`config.mk`:
```
export PLATFORM = sky130hd
export DESIGN_NAME = dual_slope_conversion_sequencer
export DESIGN_NICKNAME = d
export VERILOG_FILES = /design/src/core/dual_slope_conversion_sequencer.v /design/src/core/sat_counter.v /design/src/core/sync_2ff.v
export VERILOG_INCLUDE_DIRS = /design/src /design/src/core
export SDC_FILE = /design/constraint.sdc
export NUM_CORES = 1
export LEC_CHECK = 0
export BUFFER_PORTS_ARGS = -buffer_cell sky130_fd_sc_hd__buf_2
export CORE_MARGIN = 8
export CORE_UTILIZATION = 47
export CTS_BUF_LIST = sky130_fd_sc_hd__clkbuf_8
export CTS_CLUSTER_SIZE = 20
export DETAILED_ROUTE_END_ITERATION = 16
export GPL_ROUTABILITY_DRIVEN = 0
export GPL_TIMING_DRIVEN = 0
export PLACE_DENSITY = 0.76
export REMOVE_ABC_BUFFERS = 1
export SETUP_SLACK_MARGIN = 0.15
export SLEW_MARGIN = 10
export SYNTH_ARGS = -nofsm -noshare
export SYNTH_HDL_FRONTEND = slang
export SYNTH_SLANG_ARGS = --single-unit
```
`constraint.sdc`:
```
create_clock -name aclk -period 2.59 [get_ports aclk]
set_input_delay 0.518 -clock aclk [delete_from_list [all_inputs] [get_ports aclk]]
set_output_delay 0.518 -clock aclk [all_outputs]
set_load 0.01 [all_outputs]
```
`src/core/dss_map.vh`:
```
`ifndef DSS_MAP_VH
`define DSS_MAP_VH

// ----------------------------------------
// clock and timing
// ----------------------------------------
`define DSS_CLK_PERIOD_NS 50
`define DSS_RH_PULSE_NS 300
`define DSS_RH_PULSE_CYC ((`DSS_RH_PULSE_NS + `DSS_CLK_PERIOD_NS - 1) / `DSS_CLK_PERIOD_NS)
`define DSS_CNT_W 16
`define DSS_AZ_LEN 10001
`define DSS_INT_LEN 10000
`define DSS_REF_LIMIT 20000
`define DSS_CYCLE_LEN 40002
`define DSS_IZ_NORM_LEN 150
`define DSS_IZ_OVR_LEN 6200

// ----------------------------------------
// register map
// ----------------------------------------
`define DSS_CTRL_OFS 8'h00
`define DSS_STATUS_OFS 8'h04
`define DSS_RESULT_OFS 8'h08
`define DSS_CTRL_RESET 2'h0
`define DSS_CTRL_HOLD_BIT 0
`define DSS_CTRL_SHOT_BIT 1
`define DSS_STAT_BUSY_BIT 0
`define DSS_STAT_POL_BIT 1
`define DSS_STAT_OVR_BIT 2
`define DSS_STAT_PHASE_LSB 3
`define DSS_RESP_OKAY 2'h0
`define DSS_RESP_SLVERR 2'h2

`endif

```
`src/core/dual_slope_conversion_sequencer.v`:
```
`timescale 1ns/10ps
`include "dss_map.vh"
module dual_slope_conversion_sequencer #(
   parameter AZ_LEN = `DSS_AZ_LEN,
   parameter INT_LEN = `DSS_INT_LEN,
   parameter REF_LIMIT = `DSS_REF_LIMIT,
   parameter CYCLE_LEN = `DSS_CYCLE_LEN,
   parameter IZ_OVR_LEN = `DSS_IZ_OVR_LEN
) (
   input wire aclk,
   input wire aresetn,
   input wire run_hold,
   input wire comparator_high,
   output reg input_connect_switch,
   output reg ref_positive_switch,
   output reg ref_negative_switch,
   output reg autozero_loop_switch,
   output reg ref_charge_switch,
   output reg integrator_common_switch,
   output reg integrator_clear_switch,
   output reg busy,
   output reg polarity,
   output reg overrange,
   input wire [7:0] s_axi_awaddr,
   input wire s_axi_awvalid,
   output reg s_axi_awready,
   input wire [31:0] s_axi_wdata,
   input wire [3:0] s_axi_wstrb,
   input wire s_axi_wvalid,
   output reg s_axi_wready,
   output reg [1:0] s_axi_bresp,
   output reg s_axi_bvalid,
   input wire s_axi_bready,
   input wire [7:0] s_axi_araddr,
   input wire s_axi_arvalid,
   output reg s_axi_arready,
   output reg [31:0] s_axi_rdata,
   output reg [1:0] s_axi_rresp,
   output reg s_axi_rvalid,
   input wire s_axi_rready
);
   // ----------------------------------------
   // phases and constants
   // ----------------------------------------
   localparam [4:0] PH_SZ = 5'h01;
   localparam [4:0] PH_INT = 5'h02;
   localparam [4:0] PH_REF = 5'h04;
   localparam [4:0] PH_IZ = 5'h08;
   localparam [4:0] PH_HOLD = 5'h10;
   localparam W = `DSS_CNT_W;
   localparam integer IZ_NORM_LEN = `DSS_IZ_NORM_LEN;
   localparam integer PULSE_CYC = `DSS_RH_PULSE_CYC;
   // lengths are integers; part-selects make the narrowing to counter width deliberate
   localparam [W-1:0] AZ_LAST = AZ_LEN[W-1:0] - 16'h0001;
   localparam [W-1:0] INT_LAST = INT_LEN[W-1:0] - 16'h0001;
   localparam [W-1:0] REF_OVR = REF_LIMIT[W-1:0];
   localparam [W-1:0] CYC_LAST = CYCLE_LEN[W-1:0] - 16'h0001;
   localparam [W-1:0] IZ_NORM_LAST = IZ_NORM_LEN[W-1:0] - 16'h0001;
   localparam [W-1:0] IZ_OVR_LAST = IZ_OVR_LEN[W-1:0] - 16'h0001;
   localparam [3:0] PULSE_LAST = PULSE_CYC[3:0] - 4'h1;

   reg [4:0] phase_q, phase_d;
   reg tail_q, tail_d;
   reg ovr_pend_q, ovr_pend_d;
   reg busy_d, polarity_d, overrange_d;
   reg start_d;
   reg load_q;
   reg [W-1:0] ref_count_q, ref_count_d;
   reg [W-1:0] result_q;
   reg [3:0] hi_cnt_q;
   reg [1:0] ctrl_q;
   reg shot_q;
   wire run_s;
   wire comp_s;
   wire [W-1:0] phase_cnt;
   wire [W-1:0] cyc_cnt;
   wire run_eff;
   wire crossing;
   wire pulse_seen;

   // ----------------------------------------
   // input synchronisers and counters
   // ----------------------------------------
   // reset value 1: a floating pin is pulled up at the pad
   sync_2ff #(.RESET_VAL(1'b1)) u_run_sync (
      .aclk(aclk),
      .aresetn(aresetn),
      .async_in(run_hold),
      .sync_out(run_s)
   );

   sync_2ff #(.RESET_VAL(1'b0)) u_comp_sync (
      .aclk(aclk),
      .aresetn(aresetn),
      .async_in(comparator_high),
      .sync_out(comp_s)
   );

   sat_counter #(.WIDTH(W)) u_phase_cnt (
      .aclk(aclk),
      .aresetn(aresetn),
      .clr((phase_d != phase_q) | start_d),
      .count(phase_cnt)
   ); // fixed phases timed by clock pulses

   sat_counter #(.WIDTH(W)) u_cycle_cnt (
      .aclk(aclk),
      .aresetn(aresetn),
      .clr(start_d),
      .count(cyc_cnt)
   );

   // software hold acts like run/hold held low
   assign run_eff = run_s & ~ctrl_q[`DSS_CTRL_HOLD_BIT];
   // integrator back at zero once comparator leaves input sign
   assign crossing = (comp_s != polarity);
   // single-shot needs a high level of more than 300 ns
   assign pulse_seen = run_eff & (hi_cnt_q == PULSE_LAST);

   // ----------------------------------------
   // phase sequencing
   // ----------------------------------------
   // next phase, busy, polarity and overrange
   always @* begin
      phase_d = phase_q;
      tail_d = tail_q;
      ovr_pend_d = ovr_pend_q;
      busy_d = busy;
      polarity_d = polarity;
      overrange_d = overrange;
      ref_count_d = ref_count_q;
      start_d = 1'b0;
      case (phase_q)
         PH_SZ: begin
            if (!tail_q && phase_cnt == AZ_LAST) begin
               phase_d = PH_INT;
               busy_d = 1'b1;
            end else if (tail_q && cyc_cnt >= CYC_LAST) begin
               if (run_eff) begin
                  start_d = 1'b1; // continuous period
                  tail_d = 1'b0;
               end else begin
                  phase_d = PH_HOLD; // finish then hold
               end
            end
         end
         PH_INT: begin
            if (phase_cnt == INT_LAST) begin
               phase_d = PH_REF;
               polarity_d = comp_s; // one means positive
               overrange_d = 1'b0;
               ovr_pend_d = 1'b0;
            end
         end
         PH_REF: begin
            if (crossing) begin
               phase_d = PH_IZ;
               busy_d = 1'b0;
               ref_count_d = phase_cnt;
            end else if (phase_cnt == REF_OVR) begin
               phase_d = PH_IZ; // count reached the limit
               ovr_pend_d = 1'b1;
               ref_count_d = phase_cnt;
            end
         end
         PH_IZ: begin
            if (phase_cnt == (ovr_pend_q ? IZ_OVR_LAST : IZ_NORM_LAST)) begin
               tail_d = 1'b1;
               if (ovr_pend_q) begin
                  busy_d = 1'b0; // overrange: busy ends with integrator zero
                  overrange_d = 1'b1; // set as busy falls
               end
               if (cyc_cnt >= CYC_LAST && run_eff) begin
                  phase_d = PH_SZ;
                  start_d = 1'b1;
                  tail_d = 1'b0;
               end else if (cyc_cnt >= CYC_LAST) begin
                  phase_d = PH_HOLD;
               end else begin
                  phase_d = PH_SZ;
               end
            end
         end
         PH_HOLD: begin
            // only reachable after the running cycle ended
            if (pulse_seen || shot_q) begin
               phase_d = PH_SZ; // one new measurement
               start_d = 1'b1;
               tail_d = 1'b0;
            end
         end
         default: begin
            phase_d = PH_SZ;
            start_d = 1'b1;
            tail_d = 1'b0;
         end
      endcase
   end

   // state, status and result registers
   always @(posedge aclk) begin
      if (!aresetn) begin
         phase_q <= PH_SZ;
         tail_q <= 1'b0;
         ovr_pend_q <= 1'b0;
         busy <= 1'b0;
         polarity <= 1'b0;
         overrange <= 1'b0;
         ref_count_q <= {W{1'b0}};
         load_q <= 1'b0;
         result_q <= {W{1'b0}};
         hi_cnt_q <= 4'h0;
      end else begin
         phase_q <= phase_d;
         tail_q <= tail_d;
         ovr_pend_q <= ovr_pend_d;
         busy <= busy_d;
         polarity <= polarity_d;
         overrange <= overrange_d;
         ref_count_q <= ref_count_d;
         load_q <= busy & ~busy_d;
         if (load_q) begin
            result_q <= ref_count_q; // first clock after busy low
         end
         // high-time counter only runs while holding
         if (phase_q != PH_HOLD || !run_eff) begin
            hi_cnt_q <= 4'h0;
         end else if (hi_cnt_q != PULSE_LAST) begin
            hi_cnt_q <= hi_cnt_q + 4'h1;
         end
      end
   end

   // ----------------------------------------
   // analog switch enables
   // ----------------------------------------
   // registered from next phase so pins track the phase exactly
   always @(posedge aclk) begin
      if (!aresetn) begin
         input_connect_switch <= 1'b0;
         ref_positive_switch <= 1'b0;
         ref_negative_switch <= 1'b0;
         autozero_loop_switch <= 1'b1;
         ref_charge_switch <= 1'b1;
         integrator_common_switch <= 1'b1;
         integrator_clear_switch <= 1'b0;
      end else begin
         input_connect_switch <= (phase_d == PH_INT);
         ref_positive_switch <= (phase_d == PH_REF) & polarity_d;
         ref_negative_switch <= (phase_d == PH_REF) & ~polarity_d;
         // hold keeps the zero loop closed so offsets stay trimmed
         autozero_loop_switch <= (phase_d == PH_SZ) | (phase_d == PH_HOLD);
         ref_charge_switch <= (phase_d == PH_SZ) | (phase_d == PH_HOLD);
         integrator_common_switch <= (phase_d != PH_INT);
         integrator_clear_switch <= (phase_d == PH_IZ);
      end
   end

   // ----------------------------------------
   // axi4-lite slave
   // ----------------------------------------
   reg [7:0] aw_addr_q;
   reg aw_held_q, w_held_q;
   reg [31:0] w_data_q;
   reg [3:0] w_strb_q;
   reg [31:0] rd_mux;
   // word-aligned addresses, full width so decodes compare like with like
   wire [7:0] aw_word = {aw_addr_q[7:2], 2'b00};
   wire [7:0] ar_word = {s_axi_araddr[7:2], 2'b00};

   // write side: address and data taken in either order
   always @(posedge aclk) begin
      if (!aresetn) begin
         s_axi_awready <= 1'b1;
         s_axi_wready <= 1'b1;
         s_axi_bvalid <= 1'b0;
         s_axi_bresp <= `DSS_RESP_OKAY;
         aw_held_q <= 1'b0;
         w_held_q <= 1'b0;
         aw_addr_q <= 8'h00;
         w_data_q <= 32'h00000000;
         w_strb_q <= 4'h0;
         ctrl_q <= `DSS_CTRL_RESET;
         shot_q <= 1'b0;
      end else begin
         shot_q <= 1'b0;
         if (s_axi_awvalid && s_axi_awready) begin
            aw_addr_q <= s_axi_awaddr;
            aw_held_q <= 1'b1;
            s_axi_awready <= 1'b0;
         end
         if (s_axi_wvalid && s_axi_wready) begin
            w_data_q <= s_axi_wdata;
            w_strb_q <= s_axi_wstrb;
            w_held_q <= 1'b1;
            s_axi_wready <= 1'b0;
         end
         if (aw_held_q && w_held_q && !s_axi_bvalid) begin
            aw_held_q <= 1'b0;
            w_held_q <= 1'b0;
            s_axi_bvalid <= 1'b1;
            if (aw_word == `DSS_CTRL_OFS) begin
               s_axi_bresp <= `DSS_RESP_OKAY;
               if (w_strb_q[0]) begin
                  ctrl_q[`DSS_CTRL_HOLD_BIT] <= w_data_q[`DSS_CTRL_HOLD_BIT];
                  shot_q <= w_data_q[`DSS_CTRL_SHOT_BIT]; // self-clearing trigger
               end
            end else if (aw_word == `DSS_STATUS_OFS || aw_word == `DSS_RESULT_OFS) begin
               s_axi_bresp <= `DSS_RESP_OKAY; // read-only, write dropped
            end else begin
               s_axi_bresp <= `DSS_RESP_SLVERR;
            end
         end
         if (s_axi_bvalid && s_axi_bready) begin
            s_axi_bvalid <= 1'b0;
            s_axi_awready <= 1'b1;
            s_axi_wready <= 1'b1;
         end
      end
   end

   // read data selection
   always @* begin
      rd_mux = 32'h00000000;
      case (ar_word)
         `DSS_CTRL_OFS: rd_mux[1:0] = ctrl_q & 2'h1;
         `DSS_STATUS_OFS: begin
            rd_mux[`DSS_STAT_BUSY_BIT] = busy;
            rd_mux[`DSS_STAT_POL_BIT] = polarity;
            rd_mux[`DSS_STAT_OVR_BIT] = overrange;
            rd_mux[`DSS_STAT_PHASE_LSB +: 5] = phase_q;
         end
         `DSS_RESULT_OFS: rd_mux[W-1:0] = result_q;
         default: rd_mux = 32'h00000000;
      endcase
   end

   // read side: one outstanding read
   always @(posedge aclk) begin
      if (!aresetn) begin
         s_axi_arready <= 1'b1;
         s_axi_rvalid <= 1'b0;
         s_axi_rdata <= 32'h00000000;
         s_axi_rresp <= `DSS_RESP_OKAY;
      end else if (s_axi_arvalid && s_axi_arready) begin
         s_axi_arready <= 1'b0;
         s_axi_rvalid <= 1'b1;
         s_axi_rdata <= rd_mux;
         if (ar_word == `DSS_CTRL_OFS || ar_word == `DSS_STATUS_OFS ||
             ar_word == `DSS_RESULT_OFS) begin
            s_axi_rresp <= `DSS_RESP_OKAY;
         end else begin
            s_axi_rresp <= `DSS_RESP_SLVERR;
         end
      end else if (s_axi_rvalid && s_axi_rready) begin
         s_axi_rvalid <= 1'b0;
         s_axi_arready <= 1'b1;
      end
   end
endmodule // dual_slope_conversion_sequencer

```
`src/core/sat_counter.v`:
```
`timescale 1ns/10ps
// ----------------------------------------
// saturating up-counter with clear
// ----------------------------------------
module sat_counter #(
   parameter WIDTH = 16
) (
   input wire aclk,
   input wire aresetn,
   input wire clr,
   output wire [WIDTH-1:0] count
);
   reg [WIDTH-1:0] cnt_q;

   // saturate so an overlong phase cannot wrap into a short one
   always @(posedge aclk) begin
      if (!aresetn || clr) begin
         cnt_q <= {WIDTH{1'b0}};
      end else if (cnt_q != {WIDTH{1'b1}}) begin
         cnt_q <= cnt_q + {{(WIDTH-1){1'b0}}, 1'b1};
      end
   end

   assign count = cnt_q;
endmodule // sat_counter

```
`src/core/sync_2ff.v`:
```
`timescale 1ns/10ps
// ----------------------------------------
// two-stage level synchroniser
// ----------------------------------------
module sync_2ff #(
   parameter RESET_VAL = 1'b0
) (
   input wire aclk,
   input wire aresetn,
   input wire async_in,
   output wire sync_out
);
   reg meta_q;
   reg sync_q;

   // first stage feeds only the second
   always @(posedge aclk) begin
      if (!aresetn) begin
         meta_q <= RESET_VAL;
         sync_q <= RESET_VAL;
      end else begin
         meta_q <= async_in;
         sync_q <= meta_q;
      end
   end

   assign sync_out = sync_q;
endmodule // sync_2ff

```
==> results.yml, run 1 <==
status:
  status: "completed"
worst_setup_path:
  cp_slowest_cell: "or4b_4"
  worst_setup_path_end_kind: "flip-flop"
  r2r_slack_ns: 0.12
  crit_family: "compound AO/OA/AOI/OAI gates"
  worstRegToRegCells: 9
  crit_chain: "inv_2 -> ha_2 -> or4b_4 -> o31ai_4 -> a311oi_2 -> o22ai_2 -> mux2i_4 -> buf_12 -> nor4_2"
  cp-start-kind: "flip-flop"
  max_stage_delay_ns: 0.49
  path_class: "flip-flop to flip-flop"
  worstReg2RegStart: "u_cycle_cnt.count[1]$_SDFFE_PP0P_"
  rr_endpoint: "u_phase_cnt.count[3]$_SDFFE_PP0P_"
  worst-path-buf-inv: 2
  cp.arrival_ns: 2.81
  crit_required_ns: 2.93
  crit_fanout: 16
min_path:
  min_to: "u_run_sync.meta_q$_SDFF_PN1_"
  min_path_type: "input pin to flip-flop"
  worstHoldStart: "run_hold"
  worst_hold_path.num_cells: 2
layout:
  postLayoutCellArea_um2: 6720
  syn2layout_area_growth_pct: 15.3
  diodes: 0
  multi_input_comb_area_um2: 3130
  layout-drive-gt1-share: 0.200
  regArea_um2: 2500
  fillCellCount: 1062
  nets: 749
drt:
  routed_wl_um: 12400
  vias: 4621
  avgRoutedWirePerCell_um: 14.4
  drtIter0Drc: 281
  drc: 0
  ant_nets: 0
  viasPerCell: 5.36
  firstDrtPassIters: 5
power:
  ir_drop_mv: 0.433
  leakage_nw: 2.59
  power_density_nw_per_um2: 582
synth:
  synth_top_area_cell: "dfxtp_1"
  syn_area_per_cell_um2: 9.21
  synth_cell_types: 69
  ys_top_cells_by_area: "dfxtp_1, mux2i_1, nor2b_1"
  synthFlopType: "dfxtp_1"
  synth_top_family_by_area: "simple AND/OR/NAND/NOR gates"
  synth.most_common_cell: "dfxtp_1"
  ys_ff_latch: 125
  ys_warn_count: 0
  async_flop_share: 0
  synthAdderAreaFrac: 0.0150
  synth-xor-area-share: 0.0376
  synthCells: 633
  synth_compound_area_frac: 0.109
  synth.area.mux_share: 0.0659
  syn_area_um2: 5830
  synth-edff-count: 0
  synthSimpleGateAreaFrac: 0.278
  synthTopCellsByCount: "dfxtp_1, nor2_1, nor2b_1"
  ys_seq_area_frac: 0.429
  synth_top_area_share: 0.429
floorplan:
  pin_count: 112
  rows: 40
  die_w_um: 127
  start_util: 0.483
  die-area_um2: 16200
  core-area_um2: 12100
  die_h_um: 127
placed_design:
  placed_cell_area_um2: 6150
  numPortBuffers: 56
  dpl.hpwl_um: 8850
clock_tree:
  numCtsBuffers: 17
  cts.root.buffer_cell: "clkbuf_8"
  clockBufferDepth: 2
  cts.sinks: 125
  clk_latency_ns: 0.45
  cts.clk_slew.worst_paths_ns: 0.07
  cts_tree: "yes"
  hold_buffers: 0
  htreeDepth: 4
timing:
  final.setup.tns_ns: 0
  fin_worst_skew_ns: 0.0112
  fmax_ghz: 0.405
  holdWs_ns: 0.241
  rsz0062_at_grt: "yes"
  final.min_clock_period_ns: 2.47
  setup_viol: 0
  relSlewSlack: 0.412
  hold_viol: 0
  tightest_slew_ns: 0.881
  finalCritPeriodShare: 0.953
  slew_violations: 0
job:
  drv_cap: 0
global_routing:
  grt_max_degree: 87
  grt_usage: 0.157
  gr-total-overflow: 0
  grt_pass1_vias: 4515
  antenna_found_initial: 0
  grt_pass1_wl_um: 20700
## worst register-to-register path, stage by stage, from the launching register on
cell and delay, ns:
dfxtp_2 0.37, inv_2 0.05, ha_2 0.15, or4b_4 0.49
o31ai_4 0.27, a311oi_2 0.18, o22ai_2 0.28, mux2i_4 0.31
buf_12 0.19, nor4_2 0.07
## placed cells by master (no fill, tap or decap), drive strengths merged, types with 4 or more instances in the layout
cell	count
dfxtp	125
buf	63
nor2	47
nor2b	43
nand2	40
nand3	39
mux2i	38
inv	23
nor3	22
a21boi	22
nor4	22
xnor2	18
conb	18
clkbuf	18
a21oi	18
o21ai	15
nor3b	12
nand2b	8
and3	8
nand4	7
xor2	7
ha	7
a221oi	6
clkinv	6
and2	5
and4	5
o31ai	4
## stage by stage
step / instances / worst slack, ns / total power, mW / utilization
3_3_place_gp: 823 / -1.22 / 2.21 / 0.504
5_1_grt: 862 / 0.0263 / 4.07 / 0.557
3_5_place_dp: 826 / -0.577 / 2.23 / 0.510
4_1_cts: 861 / 0.113 / 3.94 / 0.551
6_report: 862 / 0.121 / 3.91 / 0.557
2_1_floorplan: 599 / -0.501 / 2.14 / -
## power breakdown
part,internal [mW],switching (mW),leakage (nW),total (mW)
Combinational,0.0866,0.119,1.37,0.205
Sequential,1.96,0.0325,1.01,1.99
Clock,0.959,0.756,0.212,1.71
Total,3.01,0.907,2.59,3.91
## sequential cells by signal (all words and copies together) (netlist names), 2 cells and up
name,cells
ref_count_q,16
result_q,16
s_axi_rdata,16
u_cycle_cnt.count,16
u_phase_cnt.count,16
aw_addr_q,6
phase_q,5
hi_cnt_q,4
w_data_q,2
## repair_timing
item	CTS	global route
resized for setup	6	14
pin swaps	3	0
endpoints found under the setup margin	37	39
gates cloned	0	0
endpoints found under the hold margin	0	0
buffers inserted	3	1
## metal layers
metal	part of all wire	vias to the layer above	GRT usage
li1	-	2286	-
met1	0.43	2178	0.178
met2	0.48	139	0.258
met4	0.016	0	0.0742
met3	0.076	18	0.0557
met5	0	-	0
## cell type report
cell class,instances,area share
clock buffers,18,0.0369
multi-input cells,454,0.465
repair buffers,63,0.0596
flip-flops and latches,125,0.373
inverters,20,0.0112
clock inverters,14,0.0229
well taps,168,0.0313
## worst max path at each step
stage | slack (ns) | to | start | cells past startpoint
2_1_floorplan | -0.50 | u_phase_cnt.count[0]$_SDFFE_PP0P_ | hi_cnt_q[0]$_SDFFE_PP0P_ | 7
5_1_grt | 0.03 | u_phase_cnt.count[3]$_SDFFE_PP0P_ | u_cycle_cnt.count[1]$_SDFFE_PP0P_ | 9
4_1_cts | 0.11 | u_phase_cnt.count[3]$_SDFFE_PP0P_ | u_cycle_cnt.count[1]$_SDFFE_PP0P_ | 9
3_3_place_gp | -1.22 | u_phase_cnt.count[3]$_SDFFE_PP0P_ | hi_cnt_q[0]$_SDFFE_PP0P_ | 7
3_5_place_dp | -0.58 | u_phase_cnt.count[3]$_SDFFE_PP0P_ | u_cycle_cnt.count[1]$_SDFFE_PP0P_ | 8
6_report | 0.12 | u_phase_cnt.count[3]$_SDFFE_PP0P_ | u_cycle_cnt.count[1]$_SDFFE_PP0P_ | 9
## cells by family (layout without fill, tap and decap cells)
kind of cell    after synthesis  after routing
simple gates                279            279
xor+xnor                     25             25
compound gates               87             87
other cells                   1             18
mux                          38             38
buf+inv                      71            115
flops                       125            125
fa+ha+maj                     7              7
(Power assumes the default switching activity.)
==> inputs of run 2 (changes only) <==
--- a/config.mk
+++ b/config.mk
@@ -8,13 +8,13 @@
 export LEC_CHECK = 0
 export BUFFER_PORTS_ARGS = -buffer_cell sky130_fd_sc_hd__buf_2
 export CORE_MARGIN = 8
-export CORE_UTILIZATION = 47
+export CORE_UTILIZATION = 50
 export CTS_BUF_LIST = sky130_fd_sc_hd__clkbuf_8
 export CTS_CLUSTER_SIZE = 20
 export DETAILED_ROUTE_END_ITERATION = 16
 export GPL_ROUTABILITY_DRIVEN = 0
 export GPL_TIMING_DRIVEN = 0
-export PLACE_DENSITY = 0.76
+export PLACE_DENSITY = 0.79
 export REMOVE_ABC_BUFFERS = 1
 export SETUP_SLACK_MARGIN = 0.15
 export SLEW_MARGIN = 10
==> run 2 against run 1 <==
  * Cell area rose by 2.0%
  * Critical path type unchanged
  * Die area shrank 5.3%
  * Register-to-register slack lost 0.03 ns
  * Sequential cell count is the same
  * Global-route usage is 1.7 points higher
  * Largest cell class unchanged
  * Fmax fell by 1.2%
  * Power increased by 2.1%
  * Via count rose by 0.58%
  * Critical path depth is 1 higher
==> results.yml, run 2 (synthesis results as in run 1) <==
status:
  status: "completed"
drt:
  routed_wl_um: 12800
  firstDrtPassIters: 4
  vias: 4648
  ant_nets: 0
  avgRoutedWirePerCell_um: 15.1
  drtIter0Drc: 306
  drc: 0
  viasPerCell: 5.49
worst_setup_path:
  cp.depth: 10
  critPathLaunch: "u_cycle_cnt.count[1]$_SDFFE_PP0P_"
  cp-start-kind: "flip-flop"
  worstReg2RegStart: "u_cycle_cnt.count[1]$_SDFFE_PP0P_"
  r2r_slack_ns: 0.09
  worst_setup_path_end_kind: "flip-flop"
  worstRegToRegCells: 10
  crit_fanout: 8
  rr_endpoint: "u_phase_cnt.count[5]$_SDFFE_PP0P_"
  endpoint: "u_phase_cnt.count[5]$_SDFFE_PP0P_"
  max_stage_delay_ns: 0.49
  crit_chain: "inv_2 -> ha_4 -> or4b_4 -> o31ai_4 -> a311oi_2 -> o22ai_2 -> mux2i_4 -> buf_6 -> buf_12 -> nor4_2"
  cp_slowest_cell: "or4b_4"
  path_class: "flip-flop to flip-flop"
  worst-path-buf-inv: 3
  crit_family: "compound AO/OA/AOI/OAI gates"
  cp.arrival_ns: 2.82
  crit_required_ns: 2.91
global_routing:
  grt_pass1_vias: 4677
  grt_usage: 0.173
  grt_pass1_wl_um: 21400
  gr-total-overflow: 0
  grt_max_degree: 87
  antenna_found_initial: 0
clock_tree:
  clockBufferDepth: 2
  hold_buffers: 0
  cts_tree: "yes"
  cts.clk_slew.worst_paths_ns: 0.07
  numCtsBuffers: 17
  htreeDepth: 4
  clk_latency_ns: 0.44
  cts.root.buffer_cell: "clkbuf_8"
  cts.sinks: 125
layout:
  layout-drive-gt1-share: 0.216
  layout.cells.most_common: "dfxtp_1"
  syn2layout_area_growth_pct: 17.6
  final_cell_mix: "dfxtp_1, buf_2, nor2_1"
  fillCellCount: 971
  postLayoutCellArea_um2: 6850
  nets: 759
  diodes: 0
timing:
  hold_viol: 0
  fin_worst_skew_ns: 0.00826
  setup_viol: 0
  finalCritPeriodShare: 0.965
  tightest_slew_ns: 0.895
  fmax_ghz: 0.400
  rsz0062_at_grt: "yes"
  final.setup.tns_ns: 0
  relSlewSlack: 0.403
  slew_violations: 0
  final.min_clock_period_ns: 2.50
floorplan:
  die-area_um2: 15400
  die_h_um: 124
  die_w_um: 124
  rows: 39
  pin_count: 112
  core-area_um2: 11400
  start_util: 0.510
min_path:
  min_path_type: "input pin to flip-flop"
  worstHoldStart: "run_hold"
job:
  drv_cap: 0
placed_design:
  dpl.hpwl_um: 8740
  placed_cell_area_um2: 6120
  numPortBuffers: 56
power:
  leakage_nw: 2.65
  ir_drop_mv: 0.548
  power_density_nw_per_um2: 582
run 2: changes by cell type in the layout (fill, tap and decap cells not counted), sizes merged:
cell,delta
buf,+10
clkbuf,+1
clkinv,-2
clkinvlp,+2
inv,-2
run 2: metrics by stage:
step	power, mW	setup WS (ns)	cells	hold slack [ns]	util
after floorplan	2.14	-0.501	599	0.386	-
after global placement	2.21	-1.21	798	0.396	0.530
after detailed placement	2.23	-0.543	801	0.395	0.536
after CTS	4.02	0.114	842	0.255	0.593
after global routing	4.15	0.0299	846	0.255	0.600
final	3.99	0.0917	846	0.278	0.600
run 2: worst register-to-register path, cell delays in order (launching register included):
cell and delay [ns]:
dfxtp_2 0.34, inv_2 0.05, ha_4 0.15, or4b_4 0.49, o31ai_4 0.27, a311oi_2 0.17
o22ai_2 0.27, mux2i_4 0.33, buf_6 0.14, buf_12 0.12, nor4_2 0.06
run 2: worst min-delay path by stage:
stage	to	slack (ns)	cells past startpoint
3_3_place_gp	u_run_sync.sync_out$_SDFF_PN1_	0.40	1
5_1_grt	u_comp_sync.meta_q$_SDFF_PN0_	0.25	2
4_1_cts	u_run_sync.meta_q$_SDFF_PN1_	0.26	2
2_1_floorplan	u_run_sync.sync_out$_SDFF_PN1_	0.39	1
3_5_place_dp	u_run_sync.sync_out$_SDFF_PN1_	0.39	1
6_report	u_run_sync.meta_q$_SDFF_PN1_	0.28	2
run 2: power by group:
group | leakage (nW) | total, mW | internal (mW) | switching (mW)
logic | 1.43 | 0.221 | 0.0977 | 0.123
clock network | 0.201 | 1.78 | 1.00 | 0.777
registers | 1.01 | 1.99 | 1.96 | 0.0318
run 2: repair_timing:
action / in CTS / in global routing
gates resized for setup: 21 / 8
setup buffers: 8 / 4
endpoints found under the setup margin: 38 / 41
pin swaps: 3 / 4
cloned: 2 / 0
run 2: final cells by class:
cell class              count  area, um^2  area share
flip-flops and latches    125        2510       0.366
repair buffers             73         523      0.0763
inverters                  20        77.6      0.0113
clock inverters            12         164      0.0239
well taps                 143         179      0.0261
clock buffers              19         262      0.0382
multi-input cells         454        3140       0.458
run 2: metal layers:
layer	global-route usage	share of wire	wire [um]	up-vias
met2	0.294	0.48	6190	131
met3	0.0535	0.071	904	21
li1	-	-	-	2313
met5	0	0	0	-
met1	0.197	0.42	5400	2183
met4	0.0796	0.023	294	0
==> inputs of run 3 (changes only) <==
==> constraint.sdc (replaced) <==
create_clock -name aclk -period 2.71 [get_ports aclk]
set_input_delay 0.542 -clock aclk [delete_from_list [all_inputs] [get_ports aclk]]
set_output_delay 0.542 -clock aclk [all_outputs]
set_load 0.01 [all_outputs]
==> run 3 against run 2 <==
  * Power is 4.5% lower
  * Sequential power shrank 5%
  * Largest cell class unchanged
  * Non-clock buffer count down 5
  * Largest power group unchanged
  * Critical path depth fell by 1
  * Global-route usage shrank 0.54 points
  * Via count down 0.49%
  * Critical path type unchanged
  * Worst setup slack better by 0.043 ns
==> results.yml, run 3 (synthesis results as in run 1) <==
global_routing:
  grt_pass1_wl_um: 20800
  antenna_found_initial: 0
  grt_max_degree: 87
  grt_pass1_vias: 4584
  gr-total-overflow: 0
  grt_usage: 0.168
power:
  power_density_nw_per_um2: 562
  total_power_mw: 3.81
  leakage_nw: 2.61
  ir_drop_mv: 0.521
worst_setup_path:
  max_stage_delay_ns: 0.49
  path_class: "flip-flop to flip-flop"
  cp.arrival_ns: 2.90
  crit_chain: "inv_2 -> ha_4 -> or4b_4 -> o31ai_4 -> a311oi_2 -> o22ai_2 -> mux2i_4 -> clkbuf_16 -> nor4_2"
  r2r_slack_ns: 0.13
  worstReg2RegStart: "u_cycle_cnt.count[1]$_SDFFE_PP0P_"
  worstRegToRegCells: 9
  cp-start-kind: "flip-flop"
  cp_slowest_cell: "or4b_4"
  worst-path-buf-inv: 2
  rr_endpoint: "u_phase_cnt.count[4]$_SDFFE_PP0P_"
  crit_family: "compound AO/OA/AOI/OAI gates"
  worst_setup_path_end_kind: "flip-flop"
  cp.depth: 9
  crit_fanout: 8
  crit_required_ns: 3.03
floorplan:
  die-area_um2: 15400
  rows: 39
  die_h_um: 124
  die_w_um: 124
  core-area_um2: 11400
  pin_count: 112
  start_util: 0.510
layout:
  syn2layout_area_growth_pct: 16.5
  multi_input_comb_area_um2: 3140
  nets: 754
  fillCellCount: 978
  regArea_um2: 2510
  layout.cells.most_common: "dfxtp_1"
  final_cell_mix: "dfxtp_1, buf_2, nor2_1"
  layout-drive-gt1-share: 0.206
  diodes: 0
drt:
  ant_nets: 0
  avgRoutedWirePerCell_um: 15.2
  drc: 0
  drtIter0Drc: 341
  routed_wl_um: 12700
  vias: 4625
  firstDrtPassIters: 5
  viasPerCell: 5.50
clock_tree:
  clockBufferDepth: 2
  numCtsBuffers: 17
  cts.sinks: 125
  clk_latency_ns: 0.44
  cts.clk_slew.worst_paths_ns: 0.07
  cts_tree: "yes"
  cts.root.buffer_cell: "clkbuf_8"
  htreeDepth: 4
  hold_buffers: 0
placed_design:
  dpl.hpwl_um: 8740
  dp_slack_ns: -0.423
  numPortBuffers: 56
min_path:
  worstHoldStart: "run_hold"
  worst_hold_path.num_cells: 2
  min_to: "u_run_sync.meta_q$_SDFF_PN1_"
  min_path_type: "input pin to flip-flop"
timing:
  fin_worst_skew_ns: 0.0130
  slew_violations: 0
  tightest_slew_ns: 0.897
  rsz0062_at_grt: "yes"
  relSlewSlack: 0.401
  fin_ws_ns: 0.135
  fmax_ghz: 0.388
  finalCritPeriodShare: 0.950
  hold_viol: 0
  setup_viol: 0
  final.min_clock_period_ns: 2.58
job:
  drv_cap: 0
status:
  status: "completed"
==> run 3: how the worst max path moves through the flow <==
stage	startpoint	end
after floorplan	hi_cnt_q[0]$_SDFFE_PP0P_	u_phase_cnt.count[0]$_SDFFE_PP0P_
after global placement	hi_cnt_q[0]$_SDFFE_PP0P_	u_phase_cnt.count[3]$_SDFFE_PP0P_
after detailed placement	u_cycle_cnt.count[1]$_SDFFE_PP0P_	u_phase_cnt.count[5]$_SDFFE_PP0P_
after CTS	u_cycle_cnt.count[1]$_SDFFE_PP0P_	u_phase_cnt.count[5]$_SDFFE_PP0P_
after global routing	u_cycle_cnt.count[1]$_SDFFE_PP0P_	u_phase_cnt.count[11]$_SDFFE_PP0P_
final	u_cycle_cnt.count[1]$_SDFFE_PP0P_	u_phase_cnt.count[4]$_SDFFE_PP0P_
==> run 3: power breakdown <==
group	internal, mW	leakage [nW]	switching, mW	total, mW
clock	0.960	0.201	0.742	1.70
combinational	0.0916	1.40	0.118	0.209
sequential	1.87	1.01	0.0308	1.90
==> run 3: cell type report <==
class	count	area share
multi-input cells	454	0.462
flip-flops and latches	125	0.369
repair buffers	68	0.0682
clock buffers	19	0.0385
well taps	143	0.0263
clock inverters	12	0.0241
inverters	20	0.0114
==> run 3: worst reg2reg max path, stage by stage (launching register included) <==
cell and delay (ns):
dfxtp_2 0.35, inv_2 0.06, ha_4 0.15, or4b_4 0.49
o31ai_4 0.32, a311oi_2 0.19, o22ai_2 0.27, mux2i_4 0.37
clkbuf_16 0.22, nor4_2 0.05
==> run 3: metrics by stage <==
| stage | util | area, um^2 | hold slack, ns | TNS, ns | cells |
|---|---|---|---|---|---|
| 6_report | 0.595 | 6790 | 0.303 | 0 | 841 |
| 2_1_floorplan | - | 5590 | 0.386 | -10.87 | 599 |
| 5_1_grt | 0.595 | 6790 | 0.285 | 0 | 841 |
| 4_1_cts | 0.580 | 6620 | 0.279 | 0 | 835 |
| 3_5_place_dp | 0.536 | 6120 | 0.395 | -6.03 | 801 |
| 3_3_place_gp | 0.530 | 6050 | 0.396 | -38.60 | 798 |
==> run 3: what timing repair did <==
action,CTS,global route
setup endpoints to repair,23,37
pin swaps,1,6
cloned,1,1
resized for setup,4,19
setup buffers,2,5
==> run 3: layer usage <==
metal	part of all wire	global-route usage	routed length, um	vias to the layer above
li1	-	-	-	2298
met5	0	0	0	-
met3	0.064	0.0481	818	22
met1	0.43	0.197	5470	2175
met2	0.49	0.281	6190	130
met4	0.021	0.0751	265	0
